### config.mk
export PLATFORM = sky130hd
export DESIGN_NAME = cec_ctrl
export DESIGN_NICKNAME = d
export VERILOG_FILES = /design/src/verilog/cec_pkg.sv /design/src/verilog/cec_sync.sv /design/src/verilog/cec_bit_decoder.sv /design/src/verilog/cec_ctrl.sv
export SDC_FILE = /design/constraint.sdc
export NUM_CORES = 1
export LEC_CHECK = 0
export BUFFER_PORTS_ARGS = -buffer_cell sky130_fd_sc_hd__buf_2
export CORE_ASPECT_RATIO = 0.75
export CORE_MARGIN = 10
export CORE_UTILIZATION = 35
export DETAILED_ROUTE_END_ITERATION = 10
export PLACE_DENSITY = 0.49
export SLEW_MARGIN = 0
export SYNTH_ARGS = -nofsm -noshare
export SYNTH_HDL_FRONTEND = slang
export SYNTH_HIERARCHICAL = 1
export SYNTH_SLANG_ARGS = --single-unit
### constraint.sdc
create_clock -name mclk -period 3.85 [get_ports mclk]
set_input_delay 0.77 -clock mclk [delete_from_list [all_inputs] [get_ports mclk]]
set_output_delay 0.77 -clock mclk [all_outputs]
set_load 0.01 [all_outputs]
### src/verilog/cec_pkg.sv
// cec_pkg: register map, field positions, timing counts and carrier types of the cec receive block
// assumes a 25 MHz module clock and a 32-bit register port with byte offsets
package cec_pkg;

  localparam int DW = 32;
  localparam int AW = 8;

  // register offsets
  localparam logic [AW-1:0] OFS_EN   = 8'h00;
  localparam logic [AW-1:0] OFS_ADDR = 8'h04;
  localparam logic [AW-1:0] OFS_RST  = 8'h08;
  localparam logic [AW-1:0] OFS_REN  = 8'h0c;
  localparam logic [AW-1:0] OFS_RBUF = 8'h10;
  localparam logic [AW-1:0] OFS_RCR1 = 8'h14;
  localparam logic [AW-1:0] OFS_RCR2 = 8'h18;
  localparam logic [AW-1:0] OFS_RCR3 = 8'h1c;
  localparam logic [AW-1:0] OFS_IST  = 8'h40;
  localparam logic [AW-1:0] OFS_IMSK = 8'h44;

  // field positions
  localparam int BIT_EN     = 0;
  localparam int BIT_IDLE   = 1;
  localparam int BIT_RST    = 0;
  localparam int BIT_REN    = 0;
  localparam int BIT_OTH    = 0;
  localparam int BIT_ACKDIS = 24;
  localparam int ADDR_W     = 16;
  localparam int IRQ_W      = 3;
  localparam int IRQ_RX     = 0;
  localparam int IRQ_EOM    = 1;
  localparam int IRQ_ERR    = 2;
  localparam logic [3:0] BCAST_DST = 4'hf;

  // reset values
  localparam logic [DW-1:0]     RCR_RST  = 32'h0000_0000;
  localparam logic [ADDR_W-1:0] ADDR_RST = 16'h0000;

  // timing: module clock, sample tick and bit shapes
  localparam int CLK_NS       = 40;
  localparam int TICK_NS      = 50000;
  localparam int TICK_CYC     = TICK_NS / CLK_NS;
  localparam int SAMPLE_NS    = 1050000;
  localparam int BIT_MAX_NS   = 2050000;
  localparam int ZERO_LOW_NS  = 1500000;
  localparam int START_MIN_NS = 3500000;
  localparam int START_MAX_NS = 3900000;
  localparam logic [7:0] SAMPLE_T    = 8'(SAMPLE_NS / TICK_NS);
  localparam logic [7:0] BIT_MAX_T   = 8'(BIT_MAX_NS / TICK_NS);
  localparam logic [7:0] ZERO_LOW_T  = 8'(ZERO_LOW_NS / TICK_NS);
  localparam logic [7:0] START_MIN_T = 8'((START_MIN_NS + TICK_NS - 1) / TICK_NS);
  localparam logic [7:0] START_MAX_T = 8'(START_MAX_NS / TICK_NS);
  localparam logic [3:0] LAST_BIT    = 4'h9;
  localparam logic [3:0] LAST_DATA   = 4'h7;

  typedef struct packed {
    logic            wr;
    logic            rd;
    logic [AW-1:0]   addr;
    logic [DW-1:0]   wdata;
  } bus_req_t;

  typedef struct packed {
    logic valid;
    logic value;
    logic start;
    logic err;
  } bit_evt_t;

  typedef struct packed {
    logic       ack;
    logic       eom;
    logic [7:0] data;
  } rx_word_t;

  typedef enum logic [0:0] {RX_IDLE, RX_BITS} rx_state_t;

endpackage : cec_pkg

### src/verilog/cec_sync.sv
// cec_sync: two-flop synchroniser for the bus line input
// assumes the input is asynchronous to mclk
`timescale 1ns/1ps
module cec_sync (
  input  wire logic mclk,
  input  wire logic rst_n,
  input  wire logic d,
  output logic      q
);
  logic meta_reg;
  logic sync_reg;

  always_ff @(posedge mclk or negedge rst_n) begin
    if (!rst_n) begin
      // reset to the released level so no false falling edge follows reset
      meta_reg <= 1'b1;
      sync_reg <= 1'b1;
    end else begin
      meta_reg <= d;
      sync_reg <= meta_reg;
    end
  end

  assign q = sync_reg;
endmodule : cec_sync

### src/verilog/cec_bit_decoder.sv
// cec_bit_decoder: classifies each low pulse of the line as start bit, data bit or error
// assumes lineLow is synchronised and tick is a one-cycle pulse every sample period
`timescale 1ns/1ps
module cec_bit_decoder
  import cec_pkg::*;
(
  input  wire logic        mclk,
  input  wire logic        rst_n,
  input  wire logic        clkEn,
  input  wire logic        clear,
  input  wire logic        tick,
  input  wire logic        lineLow,
  output cec_pkg::bit_evt_t evt
);
  logic     lowPrev_reg;
  logic [7:0] lowCnt_reg;
  bit_evt_t evt_reg;
  logic     rise;

  assign rise = lowPrev_reg && !lineLow;

  always_ff @(posedge mclk or negedge rst_n) begin
    if (!rst_n) begin
      lowPrev_reg <= 1'b0;
      lowCnt_reg  <= 8'h00;
    end else if (clear) begin
      lowPrev_reg <= 1'b0;
      lowCnt_reg  <= 8'h00;
    end else if (clkEn) begin
      lowPrev_reg <= lineLow;
      if (lineLow && !lowPrev_reg) begin
        lowCnt_reg <= 8'h00;
      end else if (tick && lineLow && lowCnt_reg != 8'hff) begin
        lowCnt_reg <= lowCnt_reg + 8'h01;
      end
    end
  end

  // a short low is a one, a long low a zero, a very long low a start
  always_ff @(posedge mclk or negedge rst_n) begin
    if (!rst_n) begin
      evt_reg <= '0;
    end else if (clear) begin
      evt_reg <= '0;
    end else if (clkEn) begin
      evt_reg <= '0;
      if (rise) begin
        if (lowCnt_reg < SAMPLE_T) begin
          evt_reg.valid <= 1'b1;
          evt_reg.value <= 1'b1;
        end else if (lowCnt_reg <= BIT_MAX_T) begin
          evt_reg.valid <= 1'b1;
        end else if (lowCnt_reg >= START_MIN_T && lowCnt_reg <= START_MAX_T) begin
          evt_reg.start <= 1'b1;
        end else begin
          evt_reg.err <= 1'b1;
        end
      end
    end
  end

  assign evt = evt_reg;
endmodule : cec_bit_decoder

### src/verilog/cec_ctrl.sv
// cec_ctrl: register port, soft reset, receive enable and receive buffer of the cec controller
// assumes a single-cycle strobe register port and an open-drain bus line resolved outside
//
// Summary of operation
// - writing one to the soft reset bit halts the controller and resets registers
// - soft reset aborts reception at once and drops partial data
// - soft reset ends an acknowledge drive at once and releases the line
// - soft reset clears every register except the module enable register
// - receive enable one arms the receiver, zero disables reception
// - receive enable reads back the receiver's actual running state
// - enable changes take some cycles; read-back follows only once applied
// - receive buffer holds last byte in bits 7-0, bit 7 msb
// - receive buffer bit 8 holds the received end-of-message bit
// - receive buffer bit 9 holds the acknowledge bit sampled on the line
// - writes to the receive buffer change nothing
// - module enable low freezes everything but that register, keeping settings
`timescale 1ns/1ps
module cec_ctrl
  import cec_pkg::*;
#(
  parameter int TICK_DIV = TICK_CYC
) (
  input  wire logic              mclk,
  input  wire logic              rst_n,
  input  wire cec_pkg::bus_req_t busReq,
  output logic [cec_pkg::DW-1:0] rdData,
  input  wire logic              cecIn,
  output logic                   cecOut,
  output logic                   cecOe,
  output logic                   irq
);
  import cec_pkg::*;

  generate
    if (TICK_DIV < 2 || TICK_DIV > 2047) begin : g_bad_div
      $error("TICK_DIV out of range");
    end
  endgenerate

  logic                modEn_reg;
  logic                idleEn_reg;
  logic [ADDR_W-1:0]   addr_reg;
  logic                renReq_reg;
  logic                rxActive_reg;
  logic [DW-1:0]       rcr1_reg;
  logic [DW-1:0]       rcr2_reg;
  logic [DW-1:0]       rcr3_reg;
  rx_word_t            rxBuf_reg;
  logic [IRQ_W-1:0]    irqStat_reg;
  logic [IRQ_W-1:0]    irqMask_reg;
  logic [10:0]         div_reg;
  rx_state_t           rxState_reg;
  logic [3:0]          bitIdx_reg;
  logic [9:0]          shift_reg;
  logic                header_reg;
  logic                dstHit_reg;
  logic                mine_reg;
  logic [7:0]          ackCnt_reg;
  logic                linePrev_reg;
  logic                oe_reg;
  logic [DW-1:0]       rdData_reg;

  logic                wrEn;
  logic                softRst;
  logic                tick;
  logic                lineLow;
  logic                lineSync;
  logic                decClear;
  bit_evt_t            evt;
  logic                blkDone;
  logic                blkStore;
  rx_word_t            blkWord;
  logic [7:0]          curByte;
  logic                wantAck;
  logic [IRQ_W-1:0]    irqSet;
  logic [DW-1:0]       rdMux;

  // register writes only reach the block while its clock is enabled
  assign wrEn    = busReq.wr && modEn_reg;
  // soft reset is a register write, so it is refused while the module is disabled
  assign softRst = wrEn && busReq.addr == OFS_RST && busReq.wdata[BIT_RST];

  cec_sync u_sync (
    .mclk  (mclk),
    .rst_n (rst_n),
    .d     (cecIn),
    .q     (lineSync)
  );
  assign lineLow = !lineSync;

  // module enable register: the only state soft reset leaves alone
  always_ff @(posedge mclk or negedge rst_n) begin
    if (!rst_n) begin
      modEn_reg  <= 1'b0;
      idleEn_reg <= 1'b0;
    end else if (busReq.wr && busReq.addr == OFS_EN) begin
      modEn_reg  <= busReq.wdata[BIT_EN];
      idleEn_reg <= busReq.wdata[BIT_IDLE];
    end
  end

  // sample tick divider
  always_ff @(posedge mclk or negedge rst_n) begin
    if (!rst_n) begin
      div_reg <= 11'h000;
    end else if (softRst) begin
      div_reg <= 11'h000;
    end else if (modEn_reg) begin
      div_reg <= (div_reg == 11'(TICK_DIV - 1)) ? 11'h000 : div_reg + 11'h001;
    end
  end
  assign tick = modEn_reg && div_reg == 11'(TICK_DIV - 1);

  // configuration registers
  always_ff @(posedge mclk or negedge rst_n) begin
    if (!rst_n) begin
      addr_reg    <= ADDR_RST;
      rcr1_reg    <= RCR_RST;
      rcr2_reg    <= RCR_RST;
      rcr3_reg    <= RCR_RST;
      irqMask_reg <= '0;
      renReq_reg  <= 1'b0;
    end else if (softRst) begin
      addr_reg    <= ADDR_RST;
      rcr1_reg    <= RCR_RST;
      rcr2_reg    <= RCR_RST;
      rcr3_reg    <= RCR_RST;
      irqMask_reg <= '0;
      renReq_reg  <= 1'b0;
    end else if (wrEn) begin
      case (busReq.addr)
        OFS_ADDR: addr_reg    <= busReq.wdata[ADDR_W-1:0];
        OFS_RCR1: rcr1_reg    <= busReq.wdata;
        OFS_RCR2: rcr2_reg    <= busReq.wdata;
        OFS_RCR3: rcr3_reg    <= busReq.wdata;
        OFS_IMSK: irqMask_reg <= busReq.wdata[IRQ_W-1:0];
        OFS_REN:  renReq_reg  <= busReq.wdata[BIT_REN];
        default:  ;
      endcase
    end
  end

  // the receiver takes the request only on a sample tick
  always_ff @(posedge mclk or negedge rst_n) begin
    if (!rst_n) begin
      rxActive_reg <= 1'b0;
    end else if (softRst) begin
      rxActive_reg <= 1'b0;
    end else if (tick) begin
      rxActive_reg <= renReq_reg;
    end
  end

  assign decClear = softRst || !rxActive_reg;

  cec_bit_decoder u_dec (
    .mclk    (mclk),
    .rst_n   (rst_n),
    .clkEn   (modEn_reg),
    .clear   (decClear),
    .tick    (tick),
    .lineLow (lineLow),
    .evt     (evt)
  );

  assign curByte  = {shift_reg[6:0], evt.value};
  assign blkDone  = rxState_reg == RX_BITS && evt.valid && bitIdx_reg == LAST_BIT;
  assign blkStore = blkDone && (mine_reg || rcr1_reg[BIT_OTH]);
  assign blkWord  = '{ack: evt.value, eom: shift_reg[0], data: shift_reg[8:1]};
  assign wantAck  = dstHit_reg && (header_reg || !rcr1_reg[BIT_ACKDIS]);

  // block assembly: eight data bits, end-of-message, acknowledge
  always_ff @(posedge mclk or negedge rst_n) begin
    if (!rst_n) begin
      rxState_reg <= RX_IDLE;
      bitIdx_reg  <= 4'h0;
      shift_reg   <= 10'h000;
      header_reg  <= 1'b0;
      dstHit_reg  <= 1'b0;
      mine_reg    <= 1'b0;
    end else if (decClear) begin
      rxState_reg <= RX_IDLE;
      bitIdx_reg  <= 4'h0;
      shift_reg   <= 10'h000;
      header_reg  <= 1'b0;
      dstHit_reg  <= 1'b0;
      mine_reg    <= 1'b0;
    end else if (modEn_reg) begin
      if (evt.start) begin
        rxState_reg <= RX_BITS;
        bitIdx_reg  <= 4'h0;
        header_reg  <= 1'b1;
      end else if (evt.err) begin
        rxState_reg <= RX_IDLE;
        bitIdx_reg  <= 4'h0;
      end else if (evt.valid) begin
        case (rxState_reg)
          RX_BITS: begin
            shift_reg <= {shift_reg[8:0], evt.value};
            if (bitIdx_reg == LAST_DATA && header_reg) begin
              dstHit_reg <= addr_reg[curByte[3:0]];
              mine_reg   <= addr_reg[curByte[3:0]] || curByte[3:0] == BCAST_DST;
            end
            if (bitIdx_reg == LAST_BIT) begin
              bitIdx_reg <= 4'h0;
              header_reg <= 1'b0;
              if (shift_reg[0]) begin
                rxState_reg <= RX_IDLE;
              end
            end else begin
              bitIdx_reg <= bitIdx_reg + 4'h1;
            end
          end
          default: ;
        endcase
      end
    end
  end

  // receive buffer has no bus write path
  always_ff @(posedge mclk or negedge rst_n) begin
    if (!rst_n) begin
      rxBuf_reg <= '0;
    end else if (softRst) begin
      rxBuf_reg <= '0;
    end else if (modEn_reg && blkStore) begin
      rxBuf_reg <= blkWord;
    end
  end

  // acknowledge: stretch the initiator's low into a zero
  always_ff @(posedge mclk or negedge rst_n) begin
    if (!rst_n) begin
      linePrev_reg <= 1'b0;
      ackCnt_reg   <= 8'h00;
      oe_reg       <= 1'b0;
    end else if (decClear) begin
      linePrev_reg <= 1'b0;
      ackCnt_reg   <= 8'h00;
      oe_reg       <= 1'b0;
    end else if (modEn_reg) begin
      linePrev_reg <= lineLow;
      if (rxState_reg == RX_BITS && bitIdx_reg == LAST_BIT && lineLow && !linePrev_reg && wantAck) begin
        ackCnt_reg <= ZERO_LOW_T;
        oe_reg     <= 1'b1;
      end else if (tick && ackCnt_reg != 8'h00) begin
        ackCnt_reg <= ackCnt_reg - 8'h01;
        oe_reg     <= ackCnt_reg != 8'h01;
      end
    end
  end
  assign cecOe  = oe_reg;
  assign cecOut = 1'b0;

  // sticky events; a new event wins over a clear in the same cycle
  assign irqSet = {evt.err && rxState_reg == RX_BITS, blkStore && blkWord.eom, blkStore};

  always_ff @(posedge mclk or negedge rst_n) begin
    if (!rst_n) begin
      irqStat_reg <= '0;
    end else if (softRst) begin
      irqStat_reg <= '0;
    end else if (modEn_reg) begin
      if (wrEn && busReq.addr == OFS_IST) begin
        irqStat_reg <= (irqStat_reg & ~busReq.wdata[IRQ_W-1:0]) | irqSet;
      end else begin
        irqStat_reg <= irqStat_reg | irqSet;
      end
    end
  end
  assign irq = |(irqStat_reg & irqMask_reg);

  always_comb begin
    rdMux = '0;
    case (busReq.addr)
      OFS_EN:   rdMux = DW'({idleEn_reg, modEn_reg});
      OFS_ADDR: rdMux = DW'(addr_reg);
      OFS_RST:  rdMux = '0;
      OFS_REN:  rdMux = DW'(rxActive_reg);
      OFS_RBUF: rdMux = DW'(rxBuf_reg);
      OFS_RCR1: rdMux = rcr1_reg;
      OFS_RCR2: rdMux = rcr2_reg;
      OFS_RCR3: rdMux = rcr3_reg;
      OFS_IST:  rdMux = DW'(irqStat_reg);
      OFS_IMSK: rdMux = DW'(irqMask_reg);
      default:  rdMux = '0;
    endcase
  end

  always_ff @(posedge mclk or negedge rst_n) begin
    if (!rst_n) begin
      rdData_reg <= '0;
    end else begin
      rdData_reg <= busReq.rd ? rdMux : '0;
    end
  end
  assign rdData = rdData_reg;
endmodule : cec_ctrl

==> impl_metrics.tcl <==
set metrics [dict create \
    synth.top_cells.by_count "dfrtp_1 (215), mux2_2 (112), nand2_1 (59)" \
    maximum_number_of_pins_on_one_net_before_global_route_repair 75 \
    die_h_um 169.1 \
    hp-class "primary input to asynchronous set/reset pin" \
    finish.net_count 1036 \
    synth_seq_cells 217 \
    placed_cells 1346 \
    layout_worst_path_cycle_share 0.6881 \
    post_synthesis_sequential_area_ratio 0.5235 \
    outcome "completed" \
    synthesis.area_um2 10380 \
    seq_area_um2 5433 \
    setup_ws_ns 1.201 \
    post-layout-total-power_mw 4.995 \
    worstMarginPinSlew_ns 0.7491 \
    postSynthAreaPerCell_um2 11.39 \
    antennaDiodeCount 0 \
    worst-setup-path-type "primary input to flip-flop" \
    worstSkewPairLatency_ns 0.51 \
    critPathCaptureType "flip-flop" \
    final_period_minus_worst_setup_slack_ns 2.649 \
    synthesis.instances 911 \
    finalInstanceArea_um2 12040 \
    final_cells 1389 \
    dominantRegCellSynth "dfrtp_1" \
    remaining_drc_errors 0 \
    yosysTopAreaCell "dfrtp_1" \
    antenna_violations_before_repair 0 \
    required_ns 4.29 \
    slowest_delay_ns 0.65 \
    final.hold.worst_slack_ns 0.2230 \
    global_route.usage.total 0.1475 \
    floorplan.die_area_um2 37010 \
    ys_top_cells_by_area "dfrtp_1 (52%), mux2_2 (12%), a21oi_1 (2.6%)" \
    finish.utilization 0.4133 \
    worst_setup_path_start_kind "primary input" \
    powerDensity_nw_per_um2 415.0 \
    finalMaxSlewViolations 0 \
    global_route.overflow_total 0 \
    pre_cts_ws_ns 0.7335 \
    count_leader_synth "dfrtp_1" \
    postRouteAntennaNets 0 \
    synth.yosys.warnings 6 \
    crit_path_frequent_cell "nor2_1" \
    cts_post_setup_buffers_inserted 0 \
    max_slew_margin 0.4987 \
    final_hold_viol_count 0 \
    num_rows 54 \
    cts.hold.buffers_added 0 \
    library_cells_used_by_synthesis 79 \
    route.final.wire_length_um 27040 \
    number_of_global_route_vias_before_repair 7560 \
    clk_transition_reported_paths_ns 0.06 \
    drt_first_iter_violations 539 \
    drive_gt1_frac 0.2768 \
    multiInputGateArea_um2 4616 \
    area_growth_pct 15.98 \
    root_buffer "clkbuf_16" \
    dr_total_vias 7427 \
    rsz0062_at_grt "false" \
    avgViaCountPerCell 5.347 \
    max_cap_viols 0 \
    ir_worst_vdd_v 0.0002646 \
    timing.clock.skew_ns 0.01109 \
    power.leakage_nw 5.468 \
    initial_core_util 0.3564 \
    filler_cell_count 2815 \
    postSynth.asyncResetShare 1.000 \
    critical_path_buffers_and_inverters 1 \
    cts_tree "done" \
    critPathSlowestCell "o41ai_4" \
    dieWidth_um 218.8 \
    htreeDepth 1 \
    ctsResizeCount 0 \
    design.core.area_um2 29120 \
    synth_edf_count 0 \
    cts-root-to-sink-buffers 3 \
    cp.arrival_ns 3.09 \
    top_level_ports 80 \
    max_clock_freq_mhz 377.5 \
    port_buffers 78 \
    avgRoutedWirePerCell_um 19.47 \
    path_max_fanout 12 \
    finalSetupTns_ns 0 \
    synth_top_cell_area_share 0.5184 \
    synthesis.nets 966 \
    grt_pass1_wl_um 44420 \
    clock-sinks 217 \
    gp_routability_congestion 0.7990 \
    worst_path_dominant_cell_family "simple AND/OR/NAND/NOR gates" \
    path_cells "buf_2 > or4_4 > o41ai_4 > nor2_1 > nor3_1 > a31oi_1 > nor2_1" \
    setup-violations-final 0 \
    detailedPlacementHpwl_um 18040 \
    placement.cell_area_um2 11210 \
    drtPass1Iterations 5 \
    cts-buffers-inserted 25 \
]
[path summary, 6_finish.rpt]
path                                      start  slack [ns]  depth (start not counted)                  end
worst max-delay path                 busReq[39]        1.20                          7  u_dec/lowCnt_reg[6]
worst min-delay path                      rst_n        0.22                          1           div_reg[5]
worst max register to register        modEn_reg        1.24                          6  u_dec/lowCnt_reg[6]
worst min register to register  u_sync/meta_reg        0.36                          0             u_sync/q
max in group asynchronous                 rst_n        2.79                          2         rcr2_reg[29]
min in group mclk               u_sync/meta_reg        0.36                          0             u_sync/q
[layout by cell type, fill, tap and decap left out, drive strengths merged, types with 3 or more instances in the layout]
cell type,n
dfrtp,215
mux2,123
buf,101
nand2,59
nor2,54
a21oi,53
clkbuf,38
and2,37
a22oi,31
o21ai,27
mux2i,25
a22o,21
inv,21
nand3,20
nor3,16
nand4,13
and3,13
ha,10
a31oi,9
nor2b,8
nor4,8
or4,7
a211oi,7
nor4b,7
nand3b,5
nand2b,4
a311oi,4
a222oi,3
a21o,3
o21bai,3
xnor2,3
o211ai,3
o21a,3
[layout make-up]
class	instances	area share
sequential	217	0.4514
multi-input combinational	616	0.3835
clock buffer	38	0.06352
timing repair buffer	101	0.04969
tap	392	0.04075
inverter	20	0.006238
clock inverter	5	0.004886
[power breakdown]
| group | switching (mW) | total (mW) | internal [mW] |
|---|---|---|---|
| sequential | 0.0557 | 2.38 | 2.32 |
| combinational | 0.166 | 0.259 | 0.0928 |
| clock | 0.933 | 2.36 | 1.43 |
[routing by layer]
| metal | GRT usage | share of wire |
|---|---|---|
| met4 | 0.03171 | 0.016 |
| met1 | 0.2291 | 0.52 |
| met3 | 0.02209 | 0.050 |
| met5 | 0 | 0 |
| met2 | 0.2094 | 0.42 |
[cells by family after synthesis]
logic type / count (synthesis) / share of synthesized area
AND/OR/NAND/NOR: 266 / 0.1411
other: 1 / 0.0003614
buffers and inverters: 78 / 0.03593
flip-flops: 217 / 0.5235
multiplexers: 150 / 0.1619
XOR/XNOR: 5 / 0.004221
AO/OA/AOI/OAI: 184 / 0.1209
adder cells (fa/ha/maj): 10 / 0.01206
[worst reg2reg max path, delay by kind of cell, from the launching register on]
family / cells / cell delay, ns
compound gates: 2 / 0.86
simple gates: 4 / 1.13
flops: 1 / 0.55
Power figures use the tool's default switching activity.
